===== config.mk =====
export PLATFORM = sky130hd
export DESIGN_NAME = psir_top
export DESIGN_NICKNAME = d
export VERILOG_FILES = /design/src/verilog/psir_pkg.sv /design/src/verilog/psir_mgmt_if.sv /design/src/verilog/psir_mdio_slave.sv /design/src/verilog/psir_datapath.sv /design/src/verilog/psir_top.sv
export SDC_FILE = /design/constraint.sdc
export NUM_CORES = 1
export LEC_CHECK = 0
export BUFFER_PORTS_ARGS = -buffer_cell sky130_fd_sc_hd__buf_4
export CORE_MARGIN = 10
export CORE_UTILIZATION = 40
export CTS_CLUSTER_DIAMETER = 200
export DETAILED_ROUTE_END_ITERATION = 6
export PLACE_DENSITY_LB_ADDON = 0.08
export SETUP_SLACK_MARGIN = 0.5
export SLEW_MARGIN = 20
export SYNTH_ARGS = -nofsm -noshare
export SYNTH_HDL_FRONTEND = slang
export SYNTH_SLANG_ARGS = --single-unit

===== constraint.sdc =====
create_clock -name clk_sys -period 4.86 [get_ports clk_sys]
set_clock_uncertainty 0.1 [all_clocks]
set_input_delay 0.972 -clock clk_sys [delete_from_list [all_inputs] [get_ports clk_sys]]
set_output_delay 0.972 -clock clk_sys [all_outputs]
set_load 0.02 [all_outputs]

===== src/verilog/psir_pkg.sv =====
package psir_pkg;

	// ----------------------------------------
	// Register map
	// ----------------------------------------
	localparam logic [4:0]  REG_STATUS_SUMMARY      = 5'h19;
	localparam logic [4:0]  REG_INTERRUPT_CTRL_STAT = 5'h1a;
	localparam logic [4:0]  REG_AUX_MODE_TWO        = 5'h1b;

	// ----------------------------------------
	// Interrupt register fields and reset
	// ----------------------------------------
	localparam int          IRQ_RSVD15_BIT       = 15;
	localparam int          IRQ_ON_BIT           = 14;
	localparam int          IRQ_DUPLEX_MASK_BIT  = 11;
	localparam int          IRQ_SPEED_MASK_BIT   = 10;
	localparam int          IRQ_LINK_MASK_BIT    = 9;
	localparam int          IRQ_MASTER_MASK_BIT  = 8;
	localparam logic [15:0] IRQ_RESET            = 16'h0f00;

	// ----------------------------------------
	// Mode 2 fields and reset
	// ----------------------------------------
	localparam int          MODE2_TRUNCATE_BIT   = 11;
	localparam int          MODE2_TXC_INV_BIT    = 8;
	localparam int          MODE2_ECHO_BLOCK_BIT = 7;
	localparam int          MODE2_QUAL_PD_BIT    = 1;
	localparam logic [15:0] MODE2_WRITABLE       = 16'h0ffe;
	localparam logic [15:0] MODE2_RESET          = 16'h008a;

	// ----------------------------------------
	// Management frame
	// ----------------------------------------
	localparam logic [5:0]  MDIO_PREAMBLE_LEN = 6'h20;
	localparam logic [3:0]  MDIO_HDR_LAST     = 4'hc;
	localparam logic [3:0]  MDIO_DATA_LAST    = 4'hf;
	localparam logic [1:0]  MDIO_OP_READ      = 2'h2;
	localparam logic [1:0]  MDIO_OP_WRITE     = 2'h1;

	typedef enum logic [1:0]
	{
		MS_PRE  = 2'h0,
		MS_HDR  = 2'h1,
		MS_TA   = 2'h3,
		MS_DATA = 2'h2
	} psir_mdio_state_t;

	function automatic logic psir_is_local(input logic [4:0] addr);
		return (addr == REG_STATUS_SUMMARY) || (addr == REG_INTERRUPT_CTRL_STAT)
			|| (addr == REG_AUX_MODE_TWO);
	endfunction

endpackage


===== src/verilog/psir_mgmt_if.sv =====
`timescale 1ns/1ps
interface psir_mgmt_if;
	logic        rd_stb;
	logic        wr_stb;
	logic [4:0]  addr;
	logic [15:0] wdata;
	logic [15:0] rdata;

	modport serial_side
	(
		output rd_stb,
		output wr_stb,
		output addr,
		output wdata,
		input  rdata
	);

	modport reg_side
	(
		input  rd_stb,
		input  wr_stb,
		input  addr,
		input  wdata,
		output rdata
	);
endinterface


===== src/verilog/psir_mdio_slave.sv =====
`timescale 1ns/1ps
module psir_mdio_slave
	import psir_pkg::*;
#(
	parameter logic [4:0] PHY_ADDR = 5'h01
)
(
	input  wire logic   clk_sys,
	input  wire logic   sys_rst,
	input  wire logic   mdc,
	input  wire logic   mdio_in,
	output logic        mdio_out,
	output logic        mdio_oe,
	psir_mgmt_if.serial_side bus
);

	// ----------------------------------------
	// Pin synchronisers, level taken once stages two and three agree
	// ----------------------------------------
	logic [2:0] mdc_sync;
	logic [2:0] mdio_sync;
	logic       mdc_level;
	logic       mdio_level;
	logic       mdc_rise;

	always_ff @(posedge clk_sys)
	begin
		if (sys_rst)
		begin
			mdc_sync   <= 3'h0;
			mdio_sync  <= 3'h0;
			mdc_level  <= 1'b0;
			mdio_level <= 1'b0;
		end
		else
		begin
			mdc_sync  <= {mdc_sync[1:0], mdc};
			mdio_sync <= {mdio_sync[1:0], mdio_in};
			if (mdc_sync[1] == mdc_sync[2])
				mdc_level <= mdc_sync[2];
			if (mdio_sync[1] == mdio_sync[2])
				mdio_level <= mdio_sync[2];
		end
	end

	// MDIO settles long before MDC rises, so its filtered level is stable here
	assign mdc_rise = (mdc_sync[1] == mdc_sync[2]) && mdc_sync[2] && !mdc_level;

	// ----------------------------------------
	// Frame decoder
	// ----------------------------------------
	psir_mdio_state_t state;
	logic [5:0]       pre_cnt;
	logic [3:0]       bit_cnt;
	logic [11:0]      hdr;
	logic [15:0]      shift;
	logic             is_read;
	logic             rd_pend;
	logic [12:0]      hdr_full;

	assign hdr_full = {hdr, mdio_level};

	always_ff @(posedge clk_sys)
	begin
		if (sys_rst)
		begin
			state     <= MS_PRE;
			pre_cnt   <= 6'h00;
			bit_cnt   <= 4'h0;
			hdr       <= 12'h000;
			shift     <= 16'h0000;
			is_read   <= 1'b0;
			rd_pend   <= 1'b0;
			mdio_out  <= 1'b0;
			mdio_oe   <= 1'b0;
			bus.rd_stb <= 1'b0;
			bus.wr_stb <= 1'b0;
			bus.addr  <= 5'h00;
			bus.wdata <= 16'h0000;
		end
		else
		begin
			bus.rd_stb <= rd_pend;
			bus.wr_stb <= 1'b0;
			rd_pend    <= 1'b0;
			if (bus.rd_stb)
				shift <= bus.rdata;
			if (mdc_rise)
			begin
				unique case (state)
					MS_PRE:
					begin
						if (mdio_level)
						begin
							if (pre_cnt != MDIO_PREAMBLE_LEN)
								pre_cnt <= pre_cnt + 6'h01;
						end
						else if (pre_cnt == MDIO_PREAMBLE_LEN)
						begin
							state   <= MS_HDR;
							bit_cnt <= 4'h0;
						end
						else
							pre_cnt <= 6'h00;
					end
					MS_HDR:
					begin
						hdr     <= hdr_full[11:0];
						bit_cnt <= bit_cnt + 4'h1;
						if (bit_cnt == MDIO_HDR_LAST)
						begin
							pre_cnt <= 6'h00;
							bit_cnt <= 4'h0;
							if (hdr_full[12] && hdr_full[9:5] == PHY_ADDR
								&& psir_is_local(hdr_full[4:0])
								&& (hdr_full[11:10] == MDIO_OP_READ
								|| hdr_full[11:10] == MDIO_OP_WRITE))
							begin
								state    <= MS_TA;
								bus.addr <= hdr_full[4:0];
								is_read  <= (hdr_full[11:10] == MDIO_OP_READ);
								rd_pend  <= (hdr_full[11:10] == MDIO_OP_READ);
							end
							else
								state <= MS_PRE;
						end
					end
					MS_TA:
					begin
						bit_cnt <= bit_cnt + 4'h1;
						if (bit_cnt == 4'h0)
						begin
							mdio_oe  <= is_read;
							mdio_out <= 1'b0;
						end
						else
						begin
							state   <= MS_DATA;
							bit_cnt <= 4'h0;
							if (is_read)
							begin
								mdio_out <= shift[15];
								shift    <= {shift[14:0], 1'b0};
							end
						end
					end
					MS_DATA:
					begin
						bit_cnt <= bit_cnt + 4'h1;
						if (is_read)
						begin
							mdio_out <= shift[15];
							shift    <= {shift[14:0], 1'b0};
						end
						else
							shift <= {shift[14:0], mdio_level};
						if (bit_cnt == MDIO_DATA_LAST)
						begin
							state   <= MS_PRE;
							mdio_oe <= 1'b0;
							if (!is_read)
							begin
								bus.wr_stb <= 1'b1;
								bus.wdata  <= {shift[14:0], mdio_level};
							end
						end
					end
				endcase
			end
		end
	end

endmodule


===== src/verilog/psir_datapath.sv =====
`timescale 1ns/1ps
module psir_datapath
(
	input  wire logic clk_sys,
	input  wire logic sys_rst,
	input  wire logic suppress_tx_echo,
	input  wire logic nibble_truncate_on,
	input  wire logic tx_clock_invert,
	input  wire logic qual_pd_on,
	input  wire logic is_10bt_half,
	input  wire logic tx_en,
	input  wire logic rx_dv_raw,
	input  wire logic rx_partial_nibble,
	input  wire logic crs_raw,
	input  wire logic tx_clk_in,
	input  wire logic legacy_partner,
	input  wire logic pd_link_raw,
	input  wire logic pd_speed_100,
	input  wire logic adv_10,
	input  wire logic adv_100,
	input  wire logic an_link_raw,
	output logic      rx_dv,
	output logic      crs,
	output logic      txc_out,
	output logic      link_ok
);

	// ----------------------------------------
	// Transmit clock path
	// ----------------------------------------
	logic [2:0] txc_sync;
	logic       txc_level;

	always_ff @(posedge clk_sys)
	begin
		if (sys_rst)
		begin
			txc_sync  <= 3'h0;
			txc_level <= 1'b0;
			txc_out   <= 1'b0;
		end
		else
		begin
			txc_sync <= {txc_sync[1:0], tx_clk_in};
			if (txc_sync[1] == txc_sync[2])
				txc_level <= txc_sync[2];
			txc_out <= txc_level ^ tx_clock_invert; // RULE_14
		end
	end

	// ----------------------------------------
	// Receive echo, carrier and link
	// ----------------------------------------
	logic speed_advertised;
	logic tail_block;

	assign speed_advertised = pd_speed_100 ? adv_100 : adv_10;

	// Own echo lingering after transmit ends is kept off carrier until it clears
	always_ff @(posedge clk_sys)
	begin
		if (sys_rst)
			tail_block <= 1'h0;
		else
			tail_block <= tx_en || (tail_block && crs_raw); // RULE_15
	end

	always_ff @(posedge clk_sys)
	begin
		if (sys_rst)
		begin
			rx_dv   <= 1'b0;
			crs     <= 1'b0;
			link_ok <= 1'b0;
		end
		else
		begin
			// Partial trailing nibble is dropped rather than passed with stale bits
			rx_dv <= rx_dv_raw && !(nibble_truncate_on && rx_partial_nibble) // RULE_13
				|| (is_10bt_half && tx_en && !suppress_tx_echo); // RULE_15
			if (is_10bt_half && suppress_tx_echo)
				crs <= tx_en || (crs_raw && !tail_block); // RULE_15
			else
				crs <= crs_raw || (is_10bt_half && tx_en);
			if (legacy_partner)
				link_ok <= pd_link_raw && (!qual_pd_on || speed_advertised); // RULE_16 RULE_17
			else
				link_ok <= an_link_raw;
		end
	end

endmodule


===== src/verilog/psir_top.sv =====
// Behaviour
// RULE_01 - Read-only summary register mirrors status held in other registers.
// RULE_02 - Summary bits 10:8 report negotiated best mode code, 11x undefined.
// RULE_03 - Latched-high bits hold one, latched-low hold zero, until read.
// RULE_04 - Summary bit 2 shows link pass, latched low until read.
// RULE_05 - Summary bit 1 shows auto-negotiation enabled, following the enable pin.
// RULE_06 - Summary bit 0 latches jabber, bit 5 latches new page received.
// RULE_07 - Summary bit 11 shows resolved pause, bit 3 shows 100 Mbps speed.
// RULE_08 - Interrupt bit 14 turns the interrupt function on; reset clears it.
// RULE_09 - Duplex, speed, link masks (bits 11..9, default one) suppress change interrupts.
// RULE_10 - Master mask bit 8 blocks the hardware interrupt regardless of others.
// RULE_11 - Interrupt bits 3..1 latch duplex, speed, link changes; read clears.
// RULE_12 - Interrupt bit 0 mirrors the interrupt pin; read clears it.
// RULE_13 - Mode 2 bit 11 truncates received 10BASE-T dribble to whole nibble.
// RULE_14 - Mode 2 bit 8 inverts the transmit clock.
// RULE_15 - Mode 2 bit 7 blocks transmit echo on receive valid, carrier follows.
// RULE_16 - Without qualification, legacy partners link regardless of advertisement.
// RULE_17 - Mode 2 bit 1 links only at an advertised detected speed.
// RULE_18 - Software writes reserved bits with their default values.
// RULE_19 - Duplex, speed, link compared with previous cycle to detect changes.
`timescale 1ns/1ps
module psir_top
	import psir_pkg::*;
#(
	parameter logic [4:0] PHY_ADDR = 5'h01
)
(
	input  wire logic       clk_sys,
	input  wire logic       sys_rst,
	input  wire logic       mdc,
	input  wire logic       mdio_in,
	output logic            mdio_out,
	output logic            mdio_oe,
	output logic            irq_out,
	input  wire logic       autoneg_enable_pin,
	input  wire logic       an_enable_ctrl,
	input  wire logic       an_complete,
	input  wire logic       an_ack_complete_evt,
	input  wire logic       an_ack_detect_evt,
	input  wire logic       an_ability_evt,
	input  wire logic       an_pause,
	input  wire logic [2:0] negotiated_best_mode,
	input  wire logic       pd_fault_evt,
	input  wire logic       lp_remote_fault,
	input  wire logic       page_rx_evt,
	input  wire logic       lp_an_able,
	input  wire logic       jabber_evt,
	input  wire logic       speed_100,
	input  wire logic       duplex_full,
	input  wire logic       is_10bt_half,
	input  wire logic       tx_en,
	input  wire logic       rx_dv_raw,
	input  wire logic       rx_partial_nibble,
	input  wire logic       crs_raw,
	input  wire logic       tx_clk_in,
	input  wire logic       legacy_partner,
	input  wire logic       pd_link_raw,
	input  wire logic       pd_speed_100,
	input  wire logic       adv_10,
	input  wire logic       adv_100,
	input  wire logic       an_link_raw,
	output logic            rx_dv,
	output logic            crs,
	output logic            txc_out,
	output logic            link_ok
);

	// ----------------------------------------
	// Management access
	// ----------------------------------------
	psir_mgmt_if mgmt ();

	psir_mdio_slave #(
		.PHY_ADDR (PHY_ADDR)
	) u_mdio (
		.clk_sys  (clk_sys),
		.sys_rst  (sys_rst),
		.mdc      (mdc),
		.mdio_in  (mdio_in),
		.mdio_out (mdio_out),
		.mdio_oe  (mdio_oe),
		.bus      (mgmt.serial_side)
	);

	// ----------------------------------------
	// Register strobes
	// ----------------------------------------

	logic rd_summary;
	logic rd_irq;
	logic wr_irq;
	logic wr_mode2;

	assign rd_summary = mgmt.rd_stb && mgmt.addr == REG_STATUS_SUMMARY;
	assign rd_irq     = mgmt.rd_stb && mgmt.addr == REG_INTERRUPT_CTRL_STAT;
	assign wr_irq     = mgmt.wr_stb && mgmt.addr == REG_INTERRUPT_CTRL_STAT;
	assign wr_mode2   = mgmt.wr_stb && mgmt.addr == REG_AUX_MODE_TWO;

	// ----------------------------------------
	// Enable pin synchroniser
	// ----------------------------------------
	logic [2:0] autoneg_enable_pin_sync;
	logic       autoneg_enable_pin_level;

	always_ff @(posedge clk_sys)
	begin
		if (sys_rst)
		begin
			autoneg_enable_pin_sync  <= 3'h0;
			autoneg_enable_pin_level <= 1'b0;
		end
		else
		begin
			autoneg_enable_pin_sync <= {autoneg_enable_pin_sync[1:0], autoneg_enable_pin};
			if (autoneg_enable_pin_sync[1] == autoneg_enable_pin_sync[2])
				autoneg_enable_pin_level <= autoneg_enable_pin_sync[2];
		end
	end

	// ----------------------------------------
	// Mode 2 register
	// ----------------------------------------
	logic [15:0] aux_mode_two;

	// Bits outside MODE2_WRITABLE are stored as zero; software keeps reserved bits at defaults
	always_ff @(posedge clk_sys)
	begin
		if (sys_rst)
			aux_mode_two <= MODE2_RESET;
		else if (wr_mode2)
			aux_mode_two <= mgmt.wdata & MODE2_WRITABLE; // RULE_18
	end

	psir_datapath u_dp (
		.clk_sys            (clk_sys),
		.sys_rst            (sys_rst),
		.suppress_tx_echo   (aux_mode_two[MODE2_ECHO_BLOCK_BIT]),
		.nibble_truncate_on (aux_mode_two[MODE2_TRUNCATE_BIT]),
		.tx_clock_invert    (aux_mode_two[MODE2_TXC_INV_BIT]),
		.qual_pd_on         (aux_mode_two[MODE2_QUAL_PD_BIT]),
		.is_10bt_half       (is_10bt_half),
		.tx_en              (tx_en),
		.rx_dv_raw          (rx_dv_raw),
		.rx_partial_nibble  (rx_partial_nibble),
		.crs_raw            (crs_raw),
		.tx_clk_in          (tx_clk_in),
		.legacy_partner     (legacy_partner),
		.pd_link_raw        (pd_link_raw),
		.pd_speed_100       (pd_speed_100),
		.adv_10             (adv_10),
		.adv_100            (adv_100),
		.an_link_raw        (an_link_raw),
		.rx_dv              (rx_dv),
		.crs                (crs),
		.txc_out            (txc_out),
		.link_ok            (link_ok)
	);

	// ----------------------------------------
	// Read clear helper
	// ----------------------------------------

	// A fresh event wins over a read clear in the same cycle
	function automatic logic psir_latch_hi(input logic held, input logic clr, input logic evt);
		return (held && !clr) || evt;
	endfunction

	// ----------------------------------------
	// Summary latches
	// ----------------------------------------
	logic [4:0] lh_flags;
	logic       link_lost;

	// An event in the same cycle as the read survives the clear
	always_ff @(posedge clk_sys)
	begin
		if (sys_rst)
		begin
			lh_flags  <= 5'h00;
			link_lost <= 1'b0;
		end
		else
		begin
			lh_flags  <= (lh_flags & {5{!rd_summary}}) // RULE_03
				| {an_ack_complete_evt, an_ack_detect_evt, an_ability_evt,
				pd_fault_evt, jabber_evt}; // RULE_06
			link_lost <= psir_latch_hi(link_lost, rd_summary, !link_ok); // RULE_04
		end
	end

	// ----------------------------------------
	// Summary word
	// ----------------------------------------

	logic        page_rx_latched;
	logic [15:0] status_summary;

	always_comb
	begin
		status_summary        = 16'h0000; // RULE_01
		status_summary[15]    = an_complete;
		status_summary[14:12] = lh_flags[4:2];
		status_summary[11]    = an_pause; // RULE_07
		status_summary[10:8]  = negotiated_best_mode; // RULE_02
		status_summary[7]     = lh_flags[1];
		status_summary[6]     = lp_remote_fault;
		status_summary[5]     = page_rx_latched; // RULE_06
		status_summary[4]     = lp_an_able;
		status_summary[3]     = speed_100; // RULE_07
		status_summary[2]     = link_ok && !link_lost; // RULE_04
		status_summary[1]     = autoneg_enable_pin_level && an_enable_ctrl; // RULE_05
		status_summary[0]     = lh_flags[0]; // RULE_06
	end

	always_ff @(posedge clk_sys)
	begin
		if (sys_rst)
			page_rx_latched <= 1'b0;
		else
			page_rx_latched <= psir_latch_hi(page_rx_latched, rd_summary, page_rx_evt); // RULE_03
	end

	// ----------------------------------------
	// Interrupt register
	// ----------------------------------------
	logic [15:8] irq_ctrl;
	logic [2:0]  prev_state;
	logic [2:0]  change_flags;
	logic [2:0]  next_change_flags;
	logic [2:0]  change_now;
	logic        irq_pending;
	logic        next_irq_pending;

	always_ff @(posedge clk_sys)
	begin
		if (sys_rst)
			irq_ctrl <= IRQ_RESET[15:8];
		else if (wr_irq)
			irq_ctrl <= mgmt.wdata[15:8] & 8'hcf; // RULE_08
	end

	// ----------------------------------------
	// Change detection
	// ----------------------------------------

	always_ff @(posedge clk_sys)
	begin
		if (sys_rst)
			prev_state <= 3'h0;
		else
			prev_state <= {duplex_full, speed_100, link_ok}; // RULE_19
	end

	assign change_now = prev_state ^ {duplex_full, speed_100, link_ok}; // RULE_19

	// ----------------------------------------
	// Change flags
	// ----------------------------------------

	always_comb
	begin
		next_change_flags = (change_flags & {3{!rd_irq}}) // RULE_11
			| (change_now & {3{irq_ctrl[IRQ_ON_BIT]}} // RULE_08
			& ~{irq_ctrl[IRQ_DUPLEX_MASK_BIT], irq_ctrl[IRQ_SPEED_MASK_BIT],
			irq_ctrl[IRQ_LINK_MASK_BIT]}); // RULE_09
		next_irq_pending = irq_ctrl[IRQ_ON_BIT] && !irq_ctrl[IRQ_MASTER_MASK_BIT] // RULE_10
			&& (|next_change_flags); // RULE_12
	end

	always_ff @(posedge clk_sys)
	begin
		if (sys_rst)
		begin
			change_flags <= 3'h0;
			irq_pending  <= 1'b0;
		end
		else
		begin
			change_flags <= next_change_flags; // RULE_11
			irq_pending  <= next_irq_pending; // RULE_12
		end
	end

	// ----------------------------------------
	// Interrupt output
	// ----------------------------------------

	// Pin and status bit share one flop, so they never disagree
	assign irq_out = irq_pending;

	// ----------------------------------------
	// Read mux
	// ----------------------------------------
	always_comb
	begin
		unique case (mgmt.addr)
			REG_STATUS_SUMMARY:
				mgmt.rdata = status_summary;
			REG_INTERRUPT_CTRL_STAT:
				mgmt.rdata = {irq_ctrl, 4'h0, change_flags, irq_pending};
			REG_AUX_MODE_TWO:
				mgmt.rdata = aux_mode_two;
			default:
				mgmt.rdata = 16'h0000;
		endcase
	end

endmodule


# After elaboration in Yosys (flattened, before gate mapping)
# Index checks and enable logic that the tools add are counted.
dict set report totals {
  regBits 119
  input_bits 33
  output_inout_bits 7
  wordCells 172
}
dict set report op_classes {
  n_addsub 2
  n_eq_ne 28
  mux 34
  bitwise_logic 16
  reduce_logical 58
}
# cell count
set op_table {}
lappend op_table {{$mux W16} 4}
lappend op_table {{$pmux W16 S3} 1}
lappend op_table {{$pmux W16 S2} 1}
lappend op_table {{$eq A5 B5 Y1 const B} 6}
lappend op_table {{$mux W6} 4}
lappend op_table {{$logic_and A1 B1 Y1} 23}
lappend op_table {{$mux W4} 4}
lappend op_table {{$pmux W4 S4} 1}
lappend op_table {{$mux W2} 6}
lappend op_table {{$pmux W6 S2} 1}
lappend op_table {{$reduce_and A4 Y1} 3}
lappend op_table {{$logic_not A1 Y1} 10}
lappend op_table {{$logic_or A1 B1 Y1} 10}
lappend op_table {{$and A3 B3 Y3} 3}
lappend op_table {{$mux W1} 9}
lappend op_table {{$eq A4 B4 Y1 const B} 2}
lappend op_table {{$ne A2 B1 Y1 const B} 4}
lappend op_table {{$pmux W2 S4} 1}
lappend op_table {{$not A1 Y1} 7}
lappend op_table {{$add A6 B1 Y6 const B} 1}
lappend op_table {{$eq A2 B2 Y1 const B} 3}
lappend op_table {{$eq A6 B6 Y1 const B} 1}
lappend op_table {{$ne A6 B6 Y1 const B} 1}
lappend op_table {{$reduce_and A6 Y1} 1}
lappend op_table {{other kinds (23)} 31}

# Logic depth before layout (Yosys ltp)
# Gate-level depths: netlist of the first run.
dict set report logic_depth {
  ltp_word 8
  ltp_mapped 7
  depth_no_buf 6
}

# By module
# A second synthesis of the first run with hierarchy kept.
dict set report hier_totals {
  hier_cells 553
  area_unflattened_um2 5342.6
}
# module instances cells_per_inst area_per_inst_um2 seq_area_each_um2
set modules_own_cells {}
lappend modules_own_cells {psir_mdio_slave 1 345 3347.0 1501.4}
lappend modules_own_cells {psir_top 1 177 1665.3 700.7}
lappend modules_own_cells {psir_datapath 1 31 330.3 180.2}

# Worst setup path before layout of the first run
# OpenSTA, ideal clock, no wires.
dict set report synth_timing {
  path_type {register -> register}
  startpoint {reg u_mdio.bit_cnt[0]}
  endpoint {reg u_mdio.shift[3]}
  setup_time_ns 0.144
  t_arrival_ns 1.860
  required_ns 4.616
  setup_slack_ns 2.755
  stages_incl_launch_ff 8
  n_path_buf 1
  period_less_slack_ns 2.105
  path_cell_list {dfxtp_1 inv_1 ha_1 or3b_2 a21boi_2 nand2b_1 buf_4 o221ai_1}
}
dict set report synth_between {
  elab_chain_len 4
}
# element line_no
set synth_lines {}
lappend synth_lines {{start: declaration} psir_mdio_slave.sv:54} ;# logic [3:0] bit_cnt;
lappend synth_lines {{start signal: assignment} psir_mdio_slave.sv:109} ;# bit_cnt <= bit_cnt + 4'h1;
lappend synth_lines {{start signal: assignment} psir_mdio_slave.sv:130} ;# bit_cnt <= bit_cnt + 4'h1;
lappend synth_lines {{start signal: assignment} psir_mdio_slave.sv:149} ;# bit_cnt <= bit_cnt + 4'h1;
lappend synth_lines {{$logic_not A4 Y1} psir_mdio_slave.sv:131} ;# if (bit_cnt == 4'h0)
lappend synth_lines {{$mux W16} psir_mdio_slave.sv:131}
lappend synth_lines {{$pmux W16 S2} psir_mdio_slave.sv:90} ;# unique case (state)
lappend synth_lines {{$mux W16} psir_mdio_slave.sv:88} ;# if (mdc_rise)
lappend synth_lines {{end signal: assignment} psir_mdio_slave.sv:87} ;# shift <= bus.rdata;
lappend synth_lines {{end signal: assignment} psir_mdio_slave.sv:143} ;# shift <= {shift[14:0], 1'b0};
lappend synth_lines {{end signal: assignment} psir_mdio_slave.sv:153} ;# shift <= {shift[14:0], 1'b0};
lappend synth_lines {{end: declaration} psir_mdio_slave.sv:56} ;# logic [15:0] shift;
# Every way passes these cells.
# A chain may end at the register's enable or synchronous reset.

# Worst setup path after layout of the first run
dict set report layout_timing {
  startpoint {reg u_mdio.bus.addr[0]}
  endpoint {reg irq_ctrl[10] (netlist bit)}
}
dict set report layout_between {
  elab_chain_len 2
}
# element line_no
set layout_lines {}
lappend layout_lines {{start: declaration} psir_mgmt_if.sv:13} ;# output addr,
lappend layout_lines {{start signal: assignment} psir_mdio_slave.sv:120} ;# bus.addr <= hdr_full[4:0];
lappend layout_lines {{$eq A5 B5 Y1} psir_top.sv:96} ;# assign wr_irq = mgmt.wr_stb && mgmt.addr == REG_INTERRUPT_CTRL_STAT;
lappend layout_lines {{$logic_and A1 B1 Y1} psir_top.sv:96}
lappend layout_lines {{end signal: assignment} psir_top.sv:237} ;# irq_ctrl <= IRQ_RESET[15:8];
lappend layout_lines {{end signal: assignment} psir_top.sv:239} ;# irq_ctrl <= mgmt.wdata[15:8] & 8'hcf;
lappend layout_lines {{end: declaration} psir_top.sv:226} ;# logic [15:8] irq_ctrl;
# Every way passes these cells.

==> results of run 1 <==
[flip-flops by register name, indices dropped and copies added, names as in the netlist, 4 cells and up]
register and cells:
lh_flags 5, u_mdio.pre_cnt 6, aux_mode_two 11, u_mdio.hdr 12
u_mdio.shift 16, u_mdio.bus.addr 5, irq_ctrl 6, u_mdio.bus.wdata 13
u_mdio.bit_cnt 4
[cell families (layout without fill, tap and decap cells)]
kind of cell	count (synthesis)	in the layout	synth area share, %
simple gates	207	207	22.1
compound gates	125	125	17.0
flops	116	116	47.2
buf+inv	44	86	3.61
mux	36	36	7.56
fa+ha+maj	6	6	1.53
xor+xnor	5	5	0.891
[worst reg2reg max path, delay by kind of cell (launching register included)]
kind,cells,cell delay (ns)
and+or+nand+nor,3,1.92
DFF,1,0.52
AOI/OAI and AO/OA,1,0.30
[power by group]
part | internal [µW] | leakage [µW] | switching, µW
Combinational | 32.7 | 0.000919 | 31.0
Clock | 841 | 0.000303 | 427
Sequential | 964 | 0.000941 | 6.48
[metal layers]
layer | vias up | GRT usage (%) | part of all wire [%] | wire, µm
met1 | 1921 | 19.8 | 51 | 6080
li1 | 2002 | - | - | -
met5 | - | 0 | 0 | 0
met3 | 6 | 4.11 | 4.7 | 552
met4 | 0 | 6.87 | 0.87 | 103
met2 | 67 | 20.6 | 43 | 5120
[per-stage QoR]
stage	cell area [µm²]	cells	setup slack (ns)	power, µW	utilization, %
global route	5910	728	1.74	2380	49.2
CTS	5910	728	1.93	2330	49.2
floorplan	4920	539	2.76	1020	-
detailed placement	5300	696	1.97	1050	44.1
finish	5910	728	1.91	2300	49.2
global placement	5300	696	2.05	1050	44.1
[worst min path at each step]
stage | start | end | slack, ns | cells past startpoint
floorplan | autoneg_enable_pin_sync[0]$_SDFF_PP0_ | autoneg_enable_pin_sync[1]$_SDFF_PP0_ | 0.31 | 1
global route | u_mdio.rd_pend$_SDFF_PP0_ | u_mdio.bus.rd_stb$_SDFF_PP0_ | 0.35 | 1
global placement | autoneg_enable_pin_sync[0]$_SDFF_PP0_ | autoneg_enable_pin_sync[1]$_SDFF_PP0_ | 0.32 | 1
detailed placement | u_mdio.mdio_sync[0]$_SDFF_PP0_ | u_mdio.mdio_sync[1]$_SDFF_PP0_ | 0.32 | 1
CTS | u_mdio.mdio_sync[0]$_SDFF_PP0_ | u_mdio.mdio_sync[1]$_SDFF_PP0_ | 0.34 | 1
finish | u_mdio.mdio_sync[0]$_SDFF_PP0_ | u_mdio.mdio_sync[1]$_SDFF_PP0_ | 0.33 | 1
[cell usage after synthesis, drive strengths merged (3+ instances only)]
master  count
or3         4
buf         9
a22oi      11
a211oi     11
nand3      12
and2        3
ha          6
dfxtp     116
o211ai      7
a22o        3
clkbuf     25
a21oi      42
nand2b     12
nand4b      3
nand4       6
or4         3
nor2b      28
a32oi       5
inv        10
nand3b      3
a211o       8
mux2i      27
nor3b       7
xnor2       5
mux2        9
nor2       49
nor4bb      3
o221ai      7
nand2      49
a31oi       3
o21ai      15
nor3       14
[cell type report]
type / instances / area, µm²
Clock buffer: 22 / 474
Clock inverter: 10 / 129
Fill cell: 1163 / 6110
Inverter: 10 / 37.5
Multi-Input combinational cell: 379 / 2430
Sequential cell: 116 / 2320
Tap cell: 147 / 184
Timing Repair Buffer: 44 / 330
==> key figures, run 1 <==
Status
  – Status: completed

Logic synthesis
  – Most area-consuming cells after synthesis: dfxtp_1, mux2i_1, a21oi_1, nand2_1, nor2_1
  – Synth Instances: 539
  – #FFs+latches synth: 116
  – Synth top area share: 47.2%
  – Post-synth EDFFs: 0
  – Ys flop type: dfxtp_1
  – Synth warnings: 0
  – Netlist Area Pre-Place: 4920 µm²
  – Cell type with the largest total area after synthesis: dfxtp_1
  – Async SR Flop Fraction: 0%
  – Post-synthesis sequential area ratio: 47.2%
  – Synthesized Nets: 578
  – Netlist cell types: 57
  – Syn Area/Cell: 9.12 µm²

Critical path
  – Crit start category: flip-flop
  – Crit-path max FO: 18
  – CP dominant cell by count: nor2b_1
  – WS Path Type: flip-flop to flip-flop
  – Crit path to: irq_ctrl[10]$_SDFFE_PP1P_
  – Dominant delay contributor by cell family on the critical path: simple AND/OR/NAND/NOR gates
  – Worst R2R End: irq_ctrl[10]$_SDFFE_PP1P_
  – CP Depth: 4
  – Max incr delay on CP: 1.02 ns
  – CP required: 5.06 ns
  – Register-to-register setup slack: 1.91 ns
  – Critical-path cell list: nor2b_1, nor4bb_2, nor2b_1, a211o_1
  – R2r startpoint: u_mdio.bus.addr[0]$_SDFFE_PP0N_
  – CP endpoint kind: flip-flop
  – WP data arrival: 3.14 ns
  – CP startpoint: u_mdio.bus.addr[0]$_SDFFE_PP0N_
  – R2R cell count: 4
  – CP Buf/Inv Count: 0
  – Critical-path top delay cell: nor4bb_2

Timing
  – Setup TNS: 0 ns
  – Slew HR: 28.9%
  – Max-slew violation count: 0
  – FMAX: 0.339 GHz
  – Final Cycle Share: 60.6%
  – Worst slew pin tran: 1.06 ns
  – Hold Fails Final Rpt: 0
  – RSZ-0062 raised after global routing: false
  – Minimum hold slack: 0.334 ns
  – Tmin final: 2.95 ns
  – Final setup vio count: 0

Placement
  – Port bufs: 39
  – Dpl hpwl: 7.94 mm
  – Final Wtd Congestion: 0.807

Drt
  – Routed WL: 11.9 mm
  – Total vias in the final route: 3996
  – Antenna-violating nets left: 0
  – Vias/cell: 5.49
  – First-pass DRT Iterations: 4
  – DR iter-0 viols: 334
  – Mean routed wirelength per cell: 16.3 µm
  – Post-route DRC: 0

Cells and area
  – Share of cells above drive strength 1: 15.8%
  – Commonest non-fill, non-tap cell in the layout: dfxtp_1
  – Most frequent cells in the layout: dfxtp_1, nand2_1, nor2_1, buf_4, a21oi_1
  – Net count, final: 607
  – Area delta synth->final: 20.1%
  – ANT cells: 0

Power and ir drop
  – Leakage: 0.00216 µW
  – Cell area power density: 390 nW/µm²
  – VDD IR-drop max: 0.194 mV

Global route
  – First-pass GRT wire length: 19.5 mm
  – Gr ovfl total: 0
  – GRT Total Usage: 14.5%
  – Largest net degree at the start of global routing: 63
  – Vias in the first global route: 3768
  – Initial antenna violation count: 0

Floorplan
  – I/O Pins: 40
  – Die Ht: 131 µm
  – Core box area: 12000 µm²
  – Initial Util: 40.9%
  – Full die area: 17100 µm²
  – Row Count: 40
  – Die W: 131 µm

Hold path
  – Hold Path Class: flip-flop to flip-flop

Clocking
  – Count of hold-fix buffers inserted at cts: 0
  – Worst skew pair latency: 0.41 ns
  – Clock transition at the registers of the reported paths: 0.05 ns
  – Root Buffer: clkbuf_16
  – CTS tree: built
  – Total clock sinks: 116
  – H-tree levels: 4
  – Post-CTS sizing: 0
  – Setup repair bufs after CTS: 0
  – Num CTS Buffers: 17
  – Clock tree buffer depth: 2

Run
  – Max-cap viol count: 0
Note: power is estimated with default switching activity, not from simulation.
==> inputs of run 2 (changes only) <==
Settings changed: ABC_AREA set to 1.
Clock period 4.86 ns to 2.9 ns, I/O delays scaled along.
==> run 2 against run 1 <==
Against the previous run: first-iteration DRC count fell by 18%; via count rose by 4.4%; register-to-register slack got worse by 1.1 ns; synthesized cell count rose by 20%; routed wire length fell by 0.79%; non-clock buffer count fell by 2; sequential power rose by 68%; combinational power rose by 81%; die area fell by 2.4%; global-route usage rose by 0.37 points; critical path depth rose by 5; utilization rose by 0.83 points; largest cell class is now registers; highest routed layer unchanged.
==> key figures, run 2 <==
Critical path
  – R2R cell count: 9 (+5)
  – Crit-path max FO: 12 (-6)
  – Crit start category: flip-flop
  – CP Buf/Inv Count: 3 (+3)
  – WS Path Type: flip-flop to flip-flop
  – Dominant delay contributor by cell family on the critical path: simple AND/OR/NAND/NOR gates
  – CP required: 3.13 ns (-1.93 ns)
  – Critical-path cell list: inv_1, nand2_1, nor2_1, inv_1, nor2_2, nand2_1, inv_1, nand2_1, o211ai_1
  – Max incr delay on CP: 0.38 ns (-0.64 ns)
  – R2r startpoint: u_mdio.bus.addr[2]$_SDFFE_PP0N_
  – WP data arrival: 2.30 ns (-0.84 ns)
  – Critical-path top delay cell: nor2_2
  – Register-to-register setup slack: 0.83 ns (-1.08 ns)
  – CP endpoint kind: flip-flop
  – Worst R2R End: aux_mode_two[7]$_SDFFE_PP1P_

Cells and area
  – Fin util: 50.0% (+0.83 points)
  – Most frequent cells in the layout: nor2_1, dfxtp_1, nand2_1, a21oi_1, o21ai_0
  – Share of cells above drive strength 1: 14.0% (-1.9 points)
  – Design Area, Final: 5780 µm² (-2.1%)
  – Commonest non-fill, non-tap cell in the layout: nor2_1
  – Sequential Area: 2320 µm² (unchanged)
  – Area of the multi-input gates: 2080 µm² (-14%)
  – Largest Register: u_mdio.shift
  – Filler cell count in the final layout: 1151 (-1.0%)
  – ANT cells: 0 (unchanged)
  – Regs by FF count: u_mdio.shift x16, u_mdio.bus.wdata x13, u_mdio.hdr x12
  – Area delta synth->final: 21.1%
  – Net count, final: 721 (+19%)
  – Non-Filler Instances: 838 (+15%)
  – Max reg flops: 16 (unchanged)

Logic synthesis
  – Netlist cell types: 32 (-44%)
  – Post-synth EDFFs: 0 (unchanged)
  – Syn Area/Cell: 7.40 µm² (-19%)
  – Largest family of logic cells by synthesized area: simple AND/OR/NAND/NOR gates
  – Post-synthesis sequential area ratio: 48.6% (+1.4 points)
  – Post-Synth XOR/XNOR Area: 0.183% (-0.71 points)
  – Post-synthesis compound-gate area fraction: 17.8% (+0.77 points)
  – Synth top area share: 48.6% (+1.4 points)
  – Async SR Flop Fraction: 0% (unchanged)
  – Post-Synth Adder-Cell Area: 1.57% (+0.045 points)
  – Netlist Area Pre-Place: 4770 µm² (-2.9%)
  – Most area-consuming cells after synthesis: dfxtp_1, nor2_1, nand2_1, a21oi_1, o21ai_0
  – Commonest cells post-synth: nor2_1, dfxtp_1, nand2_1, a21oi_1, o21ai_0
  – Synthesized Nets: 684 (+18%)
  – #FFs+latches synth: 116 (unchanged)
  – Simple logic cell fraction of the synthesized area: 24.1% (+1.9 points)
  – Synth warnings: 0 (unchanged)
  – Mux cell area share after synthesis: 0% (-7.6 points)
  – Ys flop type: dfxtp_1
  – Synth Instances: 645 (+20%)
  – Cell type with the largest total area after synthesis: dfxtp_1
  – Count leader, synth: nor2_1

Global route
  – Gr ovfl total: 0 (unchanged)
  – GRT Total Usage: 14.9% (+0.37 points)
  – Initial antenna violation count: 0 (unchanged)
  – Vias in the first global route: 4106 (+9.0%)
  – Largest net degree at the start of global routing: 46 (-27%)
  – First-pass GRT wire length: 19.7 mm (+1.2%)

Timing
  – Setup TNS: 0 ns (unchanged)
  – Worst slew pin tran: 0.520 ns (-0.544 ns)
  – Final setup vio count: 0 (unchanged)
  – Hold Fails Final Rpt: 0 (unchanged)
  – Tmin final: 2.07 ns (-0.880 ns)
  – Max-slew violation count: 0 (unchanged)
  – RSZ-0062 raised after global routing: false
  – Slew HR: 65.3% (+36 points)
  – FMAX: 0.484 GHz (+43%)
  – Final Cycle Share: 71.3% (+11 points)

Hold path
  – Hold Path Class: input pin to flip-flop
  – Hold depth: 2 (+1)
  – Hold path start: legacy_partner
  – Hold endpoint: u_dp.link_ok$_SDFF_PP0_

Clocking
  – Root Buffer: clkbuf_16
  – Num CTS Buffers: 17 (unchanged)
  – Clock tree buffer depth: 2 (unchanged)
  – Post-CTS sizing: 0 (unchanged)
  – Setup repair bufs after CTS: 0 (unchanged)
  – Total clock sinks: 116 (unchanged)
  – Clock transition at the registers of the reported paths: 0.05 ns (about the same)
  – Count of hold-fix buffers inserted at cts: 0 (unchanged)
  – Worst skew pair latency: 0.41 ns (about the same)
  – H-tree levels: 4 (unchanged)
  – CTS tree: built

Drt
  – Vias/cell: 4.98 (-9.3%)
  – First-pass DRT Iterations: 4 (unchanged)
  – Routed WL: 11.8 mm (-0.79%)
  – Mean routed wirelength per cell: 14.0 µm (-14%)
  – Post-route DRC: 0 (unchanged)
  – Antenna-violating nets left: 0 (unchanged)
  – DR iter-0 viols: 275 (-18%)
  – Total vias in the final route: 4171 (+4.4%)

Placement
  – Dpl hpwl: 8.28 mm (+4.3%)
  – Port bufs: 39 (unchanged)
  – Placed cell count: 806 (+16%)
  – Final Wtd Congestion: 0.853 (+5.6%)
  – Placed inst area: 5140 µm² (-3.1%)

Floorplan
  – Row Count: 39 (-2.5%)
  – I/O Pins: 40 (unchanged)
  – Die Ht: 129 µm (-1.2%)
  – Initial Util: 41.3% (+0.36 points)
  – Die W: 129 µm (-1.2%)
  – Full die area: 16700 µm² (-2.4%)
  – Core box area: 11600 µm² (-3.7%)

Power and ir drop
  – Leakage: 0.00238 µW (+9.8%)
  – Cell area power density: 689 nW/µm² (+77%)
  – Power Total: 3990 µW (+73%)
  – VDD IR-drop max: 0.460 mV (+140%)

Status
  – Status: completed

Run
  – Max-cap viol count: 0 (unchanged)
## run 2: worst max-delay path by stage
stage | start | end | depth (start not counted)
after global routing | u_mdio.bus.addr[1]$_SDFFE_PP0N_ | aux_mode_two[7]$_SDFFE_PP1P_ | 8
after floorplan | sys_rst | aux_mode_two[11]$_SDFFE_PP0P_ | 6
after global placement | u_mdio.bus.addr[2]$_SDFFE_PP0N_ | aux_mode_two[7]$_SDFFE_PP1P_ | 8
after detailed placement | u_mdio.bus.addr[2]$_SDFFE_PP0N_ | aux_mode_two[7]$_SDFFE_PP1P_ | 9
final | u_mdio.bus.addr[2]$_SDFFE_PP0N_ | aux_mode_two[7]$_SDFFE_PP1P_ | 9
after CTS | u_mdio.bus.addr[2]$_SDFFE_PP0N_ | aux_mode_two[7]$_SDFFE_PP1P_ | 9
## run 2: area by class of cell
| class | instances | share of cell area (%) |
|---|---|---|
| clock buffer | 23 | 8.61 |
| clock inverter | 9 | 2.55 |
| inverter | 63 | 4.09 |
| multi-input combinational | 442 | 36.0 |
| sequential | 116 | 40.2 |
| tap | 143 | 3.09 |
| timing repair buffer | 42 | 5.45 |
## run 2: cell families (layout without fill, tap and decap cells)
kind of cell,Yosys count,after routing
buffers and inverters,87,137
adders and majority gates,6,6
AOI/OAI and AO/OA,158,158
and+or+nand+nor,277,277
DFF,116,116
xor gates and xnor gates,1,1
## run 2: stage by stage
step / hold slack (ns) / setup WS, ns
2_1_floorplan: 0.288 / 1.37
3_3_place_gp: 0.291 / 0.971
3_5_place_dp: 0.296 / 0.857
4_1_cts: 0.239 / 0.853
5_1_grt: 0.260 / 0.596
6_report: 0.257 / 0.834
## run 2: per-layer routing
metal | track usage [%] | wire length [µm] | up-vias
li1 | - | - | 2172
met1 | 16.9 | 5240 | 1896
met4 | 6.22 | 221 | 0
met5 | 0 | 0 | -
met2 | 25.1 | 5740 | 86
met3 | 5.10 | 557 | 17
## run 2: report_power, final
| part | leakage [µW] | internal (µW) | switching (µW) |
|---|---|---|---|
| Clock | 0.000319 | 1540 | 700 |
| Sequential | 0.000941 | 1620 | 10.1 |
| Combinational | 0.00112 | 53.0 | 61.8 |
==> inputs of run 3 (changes only) <==
Settings changed: ABC_AREA 1 to 0.
Clock period 2.9 ns to 1.9 ns, I/O delays scaled along.
==> run 3 against run 2 <==
Against the previous run: the flow now finishes with violations (negative setup slack); hold slack worse by 0.19 ns; critical path depth down 5; final area grew 29%; final cell count is 3.6% lower.
==> key figures, run 3 (same netlist as run 1, synthesis figures left out) <==
Status
  – Status: complete, but fails checks
  – Failing checks: negative setup slack

Timing
  – PnR worst setup slack: -0.0544 ns (-0.888 ns)
  – Slew HR: 60.8% (-4.5 points)
  – Tmin final: 1.95 ns (-0.112 ns)
  – Setup TNS: -0.213 ns (-0.213 ns)
  – RSZ-0062 raised after global routing: true
  – Final setup vio count: 6 (+6)
  – Worst slew pin tran: 0.587 ns (+0.0673 ns)
  – Final Cycle Share: 103% (+32 points)
  – FMAX: 0.512 GHz (+5.7%)
  – Max-slew violation count: 0 (unchanged)
  – Hold Fails Final Rpt: 0 (unchanged)
  – Minimum hold slack: 0.0693 ns (-0.188 ns)

Critical path
  – Register-to-register setup slack: -0.05 ns (-0.89 ns)
  – Max incr delay on CP: 0.53 ns (+0.15 ns)
  – WP data arrival: 2.20 ns (-0.10 ns)
  – Crit start category: flip-flop
  – CP Depth: 4 (-5)
  – Dominant delay contributor by cell family on the critical path: simple AND/OR/NAND/NOR gates
  – Worst R2R End: u_mdio.state[0]$_SDFFE_PP0P_
  – R2r startpoint: u_mdio.hdr[5]$_SDFFE_PP0P_
  – CP dominant cell by count: or4_4
  – WS Path Type: flip-flop to flip-flop
  – Crit-path max FO: 5 (-7)
  – CP endpoint kind: flip-flop
  – R2R cell count: 4 (-5)
  – Critical-path top delay cell: or4_4
  – Critical-path cell list: or4_4, or4_4, a211o_1, mux2i_1
  – CP Buf/Inv Count: 0 (-3)
  – CP required: 2.14 ns (-0.99 ns)

Drt
  – DR iter-0 viols: 278 (+1.1%)
  – Antenna-violating nets left: 0 (unchanged)
  – Routed WL: 13.8 mm (+17%)
  – First-pass DRT Iterations: 4 (unchanged)
  – Mean routed wirelength per cell: 17.0 µm (+21%)
  – Total vias in the final route: 4376 (+4.9%)
  – Vias/cell: 5.42 (+8.8%)
  – Post-route DRC: 0 (unchanged)

Floorplan
  – Core box area: 12000 µm² (+3.9%)
  – Full die area: 17100 µm² (+2.5%)
  – Die W: 131 µm (+1.2%)
  – Die Ht: 131 µm (+1.2%)
  – I/O Pins: 40 (unchanged)
  – Row Count: 40 (+2.6%)
  – Initial Util: 40.9% (-0.36 points)

Cells and area
  – Most frequent cells in the layout: dfxtp_1, buf_4, nor2_1, nand2_1, buf_6
  – ANT cells: 0 (unchanged)
  – Commonest non-fill, non-tap cell in the layout: dfxtp_1
  – Non-Filler Instances: 808 (-3.6%)
  – Regs by FF count: u_mdio.shift x16, u_mdio.bus.wdata x13, u_mdio.hdr x12
  – Fin util: 62.2% (+12 points)
  – Share of cells above drive strength 1: 44.3% (+30 points)
  – Area delta synth->final: 52.1%
  – Net count, final: 688 (-4.6%)
  – Filler cell count in the final layout: 973 (-15%)
  – Max reg flops: 16 (unchanged)
  – Largest Register: u_mdio.shift

Global route
  – Largest net degree at the start of global routing: 48 (+4.3%)
  – GRT Total Usage: 16.6% (+1.7 points)
  – Initial antenna violation count: 0 (unchanged)
  – Vias in the first global route: 4315 (+5.1%)
  – Gr ovfl total: 0 (unchanged)
  – First-pass GRT wire length: 22.1 mm (+12%)

Hold path
  – Hold path start: an_ack_detect_evt
  – Hold endpoint: lh_flags[3]$_SDFF_PP0_
  – Hold depth: 3 (+1)
  – Hold Path Class: input pin to flip-flop

Run
  – Max-cap viol count: 0 (unchanged)

Placement
  – Dpl hpwl: 8.47 mm (+2.3%)
  – Port bufs: 39 (unchanged)
  – Placement Setup Slack: -0.0905 ns (-0.948 ns)
  – Final Wtd Congestion: 0.789 (-7.4%)
  – Placed cell count: 731 (-9.3%)

Clocking
  – Num CTS Buffers: 17 (unchanged)
  – Count of hold-fix buffers inserted at cts: 0 (unchanged)
  – Total clock sinks: 116 (unchanged)
  – CTS tree: built
  – Clock transition at the registers of the reported paths: 0.05 ns (about the same)
  – Clock tree buffer depth: 2 (unchanged)
  – H-tree levels: 4 (unchanged)
  – Root Buffer: clkbuf_16
  – Worst skew pair latency: 0.42 ns (about the same)

Power and ir drop
  – Switching share of power: 19.9% (+0.56 points)
  – Combinational share of power: 3.3% (+0.4 points)
  – Clock network fraction of total power: 54.5% (-1.8 points)
  – Sw power: 1170 µW (+51%)
  – VDD IR-drop max: 0.563 mV (+22%)
  – Int Power: 4690 µW (+46%)
  – Sequential share of power: 42.2% (+1.4 points)
  – Leakage: 0.00294 µW (+24%)
  – Cell area power density: 783 nW/µm² (+14%)
-- run 3: final cells by class --
cell class,count,area (µm²),area share [%]
clock buffers,28,527,7.05
clock inverters,3,65.1,0.870
inverters,10,40.0,0.536
multi-input cells,380,3100,41.5
flip-flops and latches,116,2370,31.7
well taps,147,184,2.46
repair buffers,124,1190,15.9
-- run 3: worst register-to-register path: cells and delay by family, from the launching register on --
family,cells,cell delay (ns)
and+or+nand+nor,2,1.06
DFF,1,0.32
AOI/OAI and AO/OA,1,0.27
muxes,1,0.12
-- run 3: routing by layer --
metal / GRT usage [%] / up-vias / routed length, µm
li1: - / 2167 / -
met1: 19.6 / 2133 / 6010
met2: 27.6 / 57 / 7060
met3: 4.83 / 19 / 444
met4: 6.80 / 0 / 254
met5: 0 / - / 0
-- run 3: power by group through the flow --
| stage | clock network (µW) | logic [µW] | registers (µW) |
|---|---|---|---|
| 2_1_floorplan | 0 | 86.0 | 2530 |
| 3_3_place_gp | 0 | 176 | 2530 |
| 3_5_place_dp | 0 | 179 | 2530 |
| 4_1_cts | 3250 | 190 | 2470 |
| 5_1_grt | 3350 | 215 | 2470 |
| 6_report | 3190 | 194 | 2470 |
-- run 3: stage by stage --
step                      power (µW)  cell area, µm²
after floorplan                 2620            5190
after global placement          2700            5770
after detailed placement        2710            5770
after CTS                       5910            7110
after global routing            6040            7480
final                           5850            7480
-- run 3: how the worst max path moves through the flow --
stage / endpoint / slack (ns) / start
floorplan: u_mdio.state[1]$_SDFFE_PP0P_ / 0.01 / u_mdio.hdr[5]$_SDFFE_PP0P_
global placement: u_mdio.state[1]$_SDFFE_PP0P_ / 0.002 / u_mdio.hdr[5]$_SDFFE_PP0P_
detailed placement: u_mdio.pre_cnt[3]$_SDFFE_PP0P_ / -0.09 / u_mdio.mdc_sync[2]$_SDFF_PP0_
CTS: u_mdio.state[0]$_SDFFE_PP0P_ / -0.06 / u_mdio.hdr[5]$_SDFFE_PP0P_
global route: u_mdio.pre_cnt[3]$_SDFFE_PP0P_ / -0.13 / u_mdio.pre_cnt[2]$_SDFFE_PP0P_
finish: u_mdio.state[0]$_SDFFE_PP0P_ / -0.05 / u_mdio.hdr[5]$_SDFFE_PP0P_
-- run 3: repair_timing --
action                                  4_1_cts  5_1_grt
cloned                                        4        1
endpoints found under the setup margin       92       86
setup buffers                                27       14
gates resized for setup                     119       63
pin swaps                                    37       48
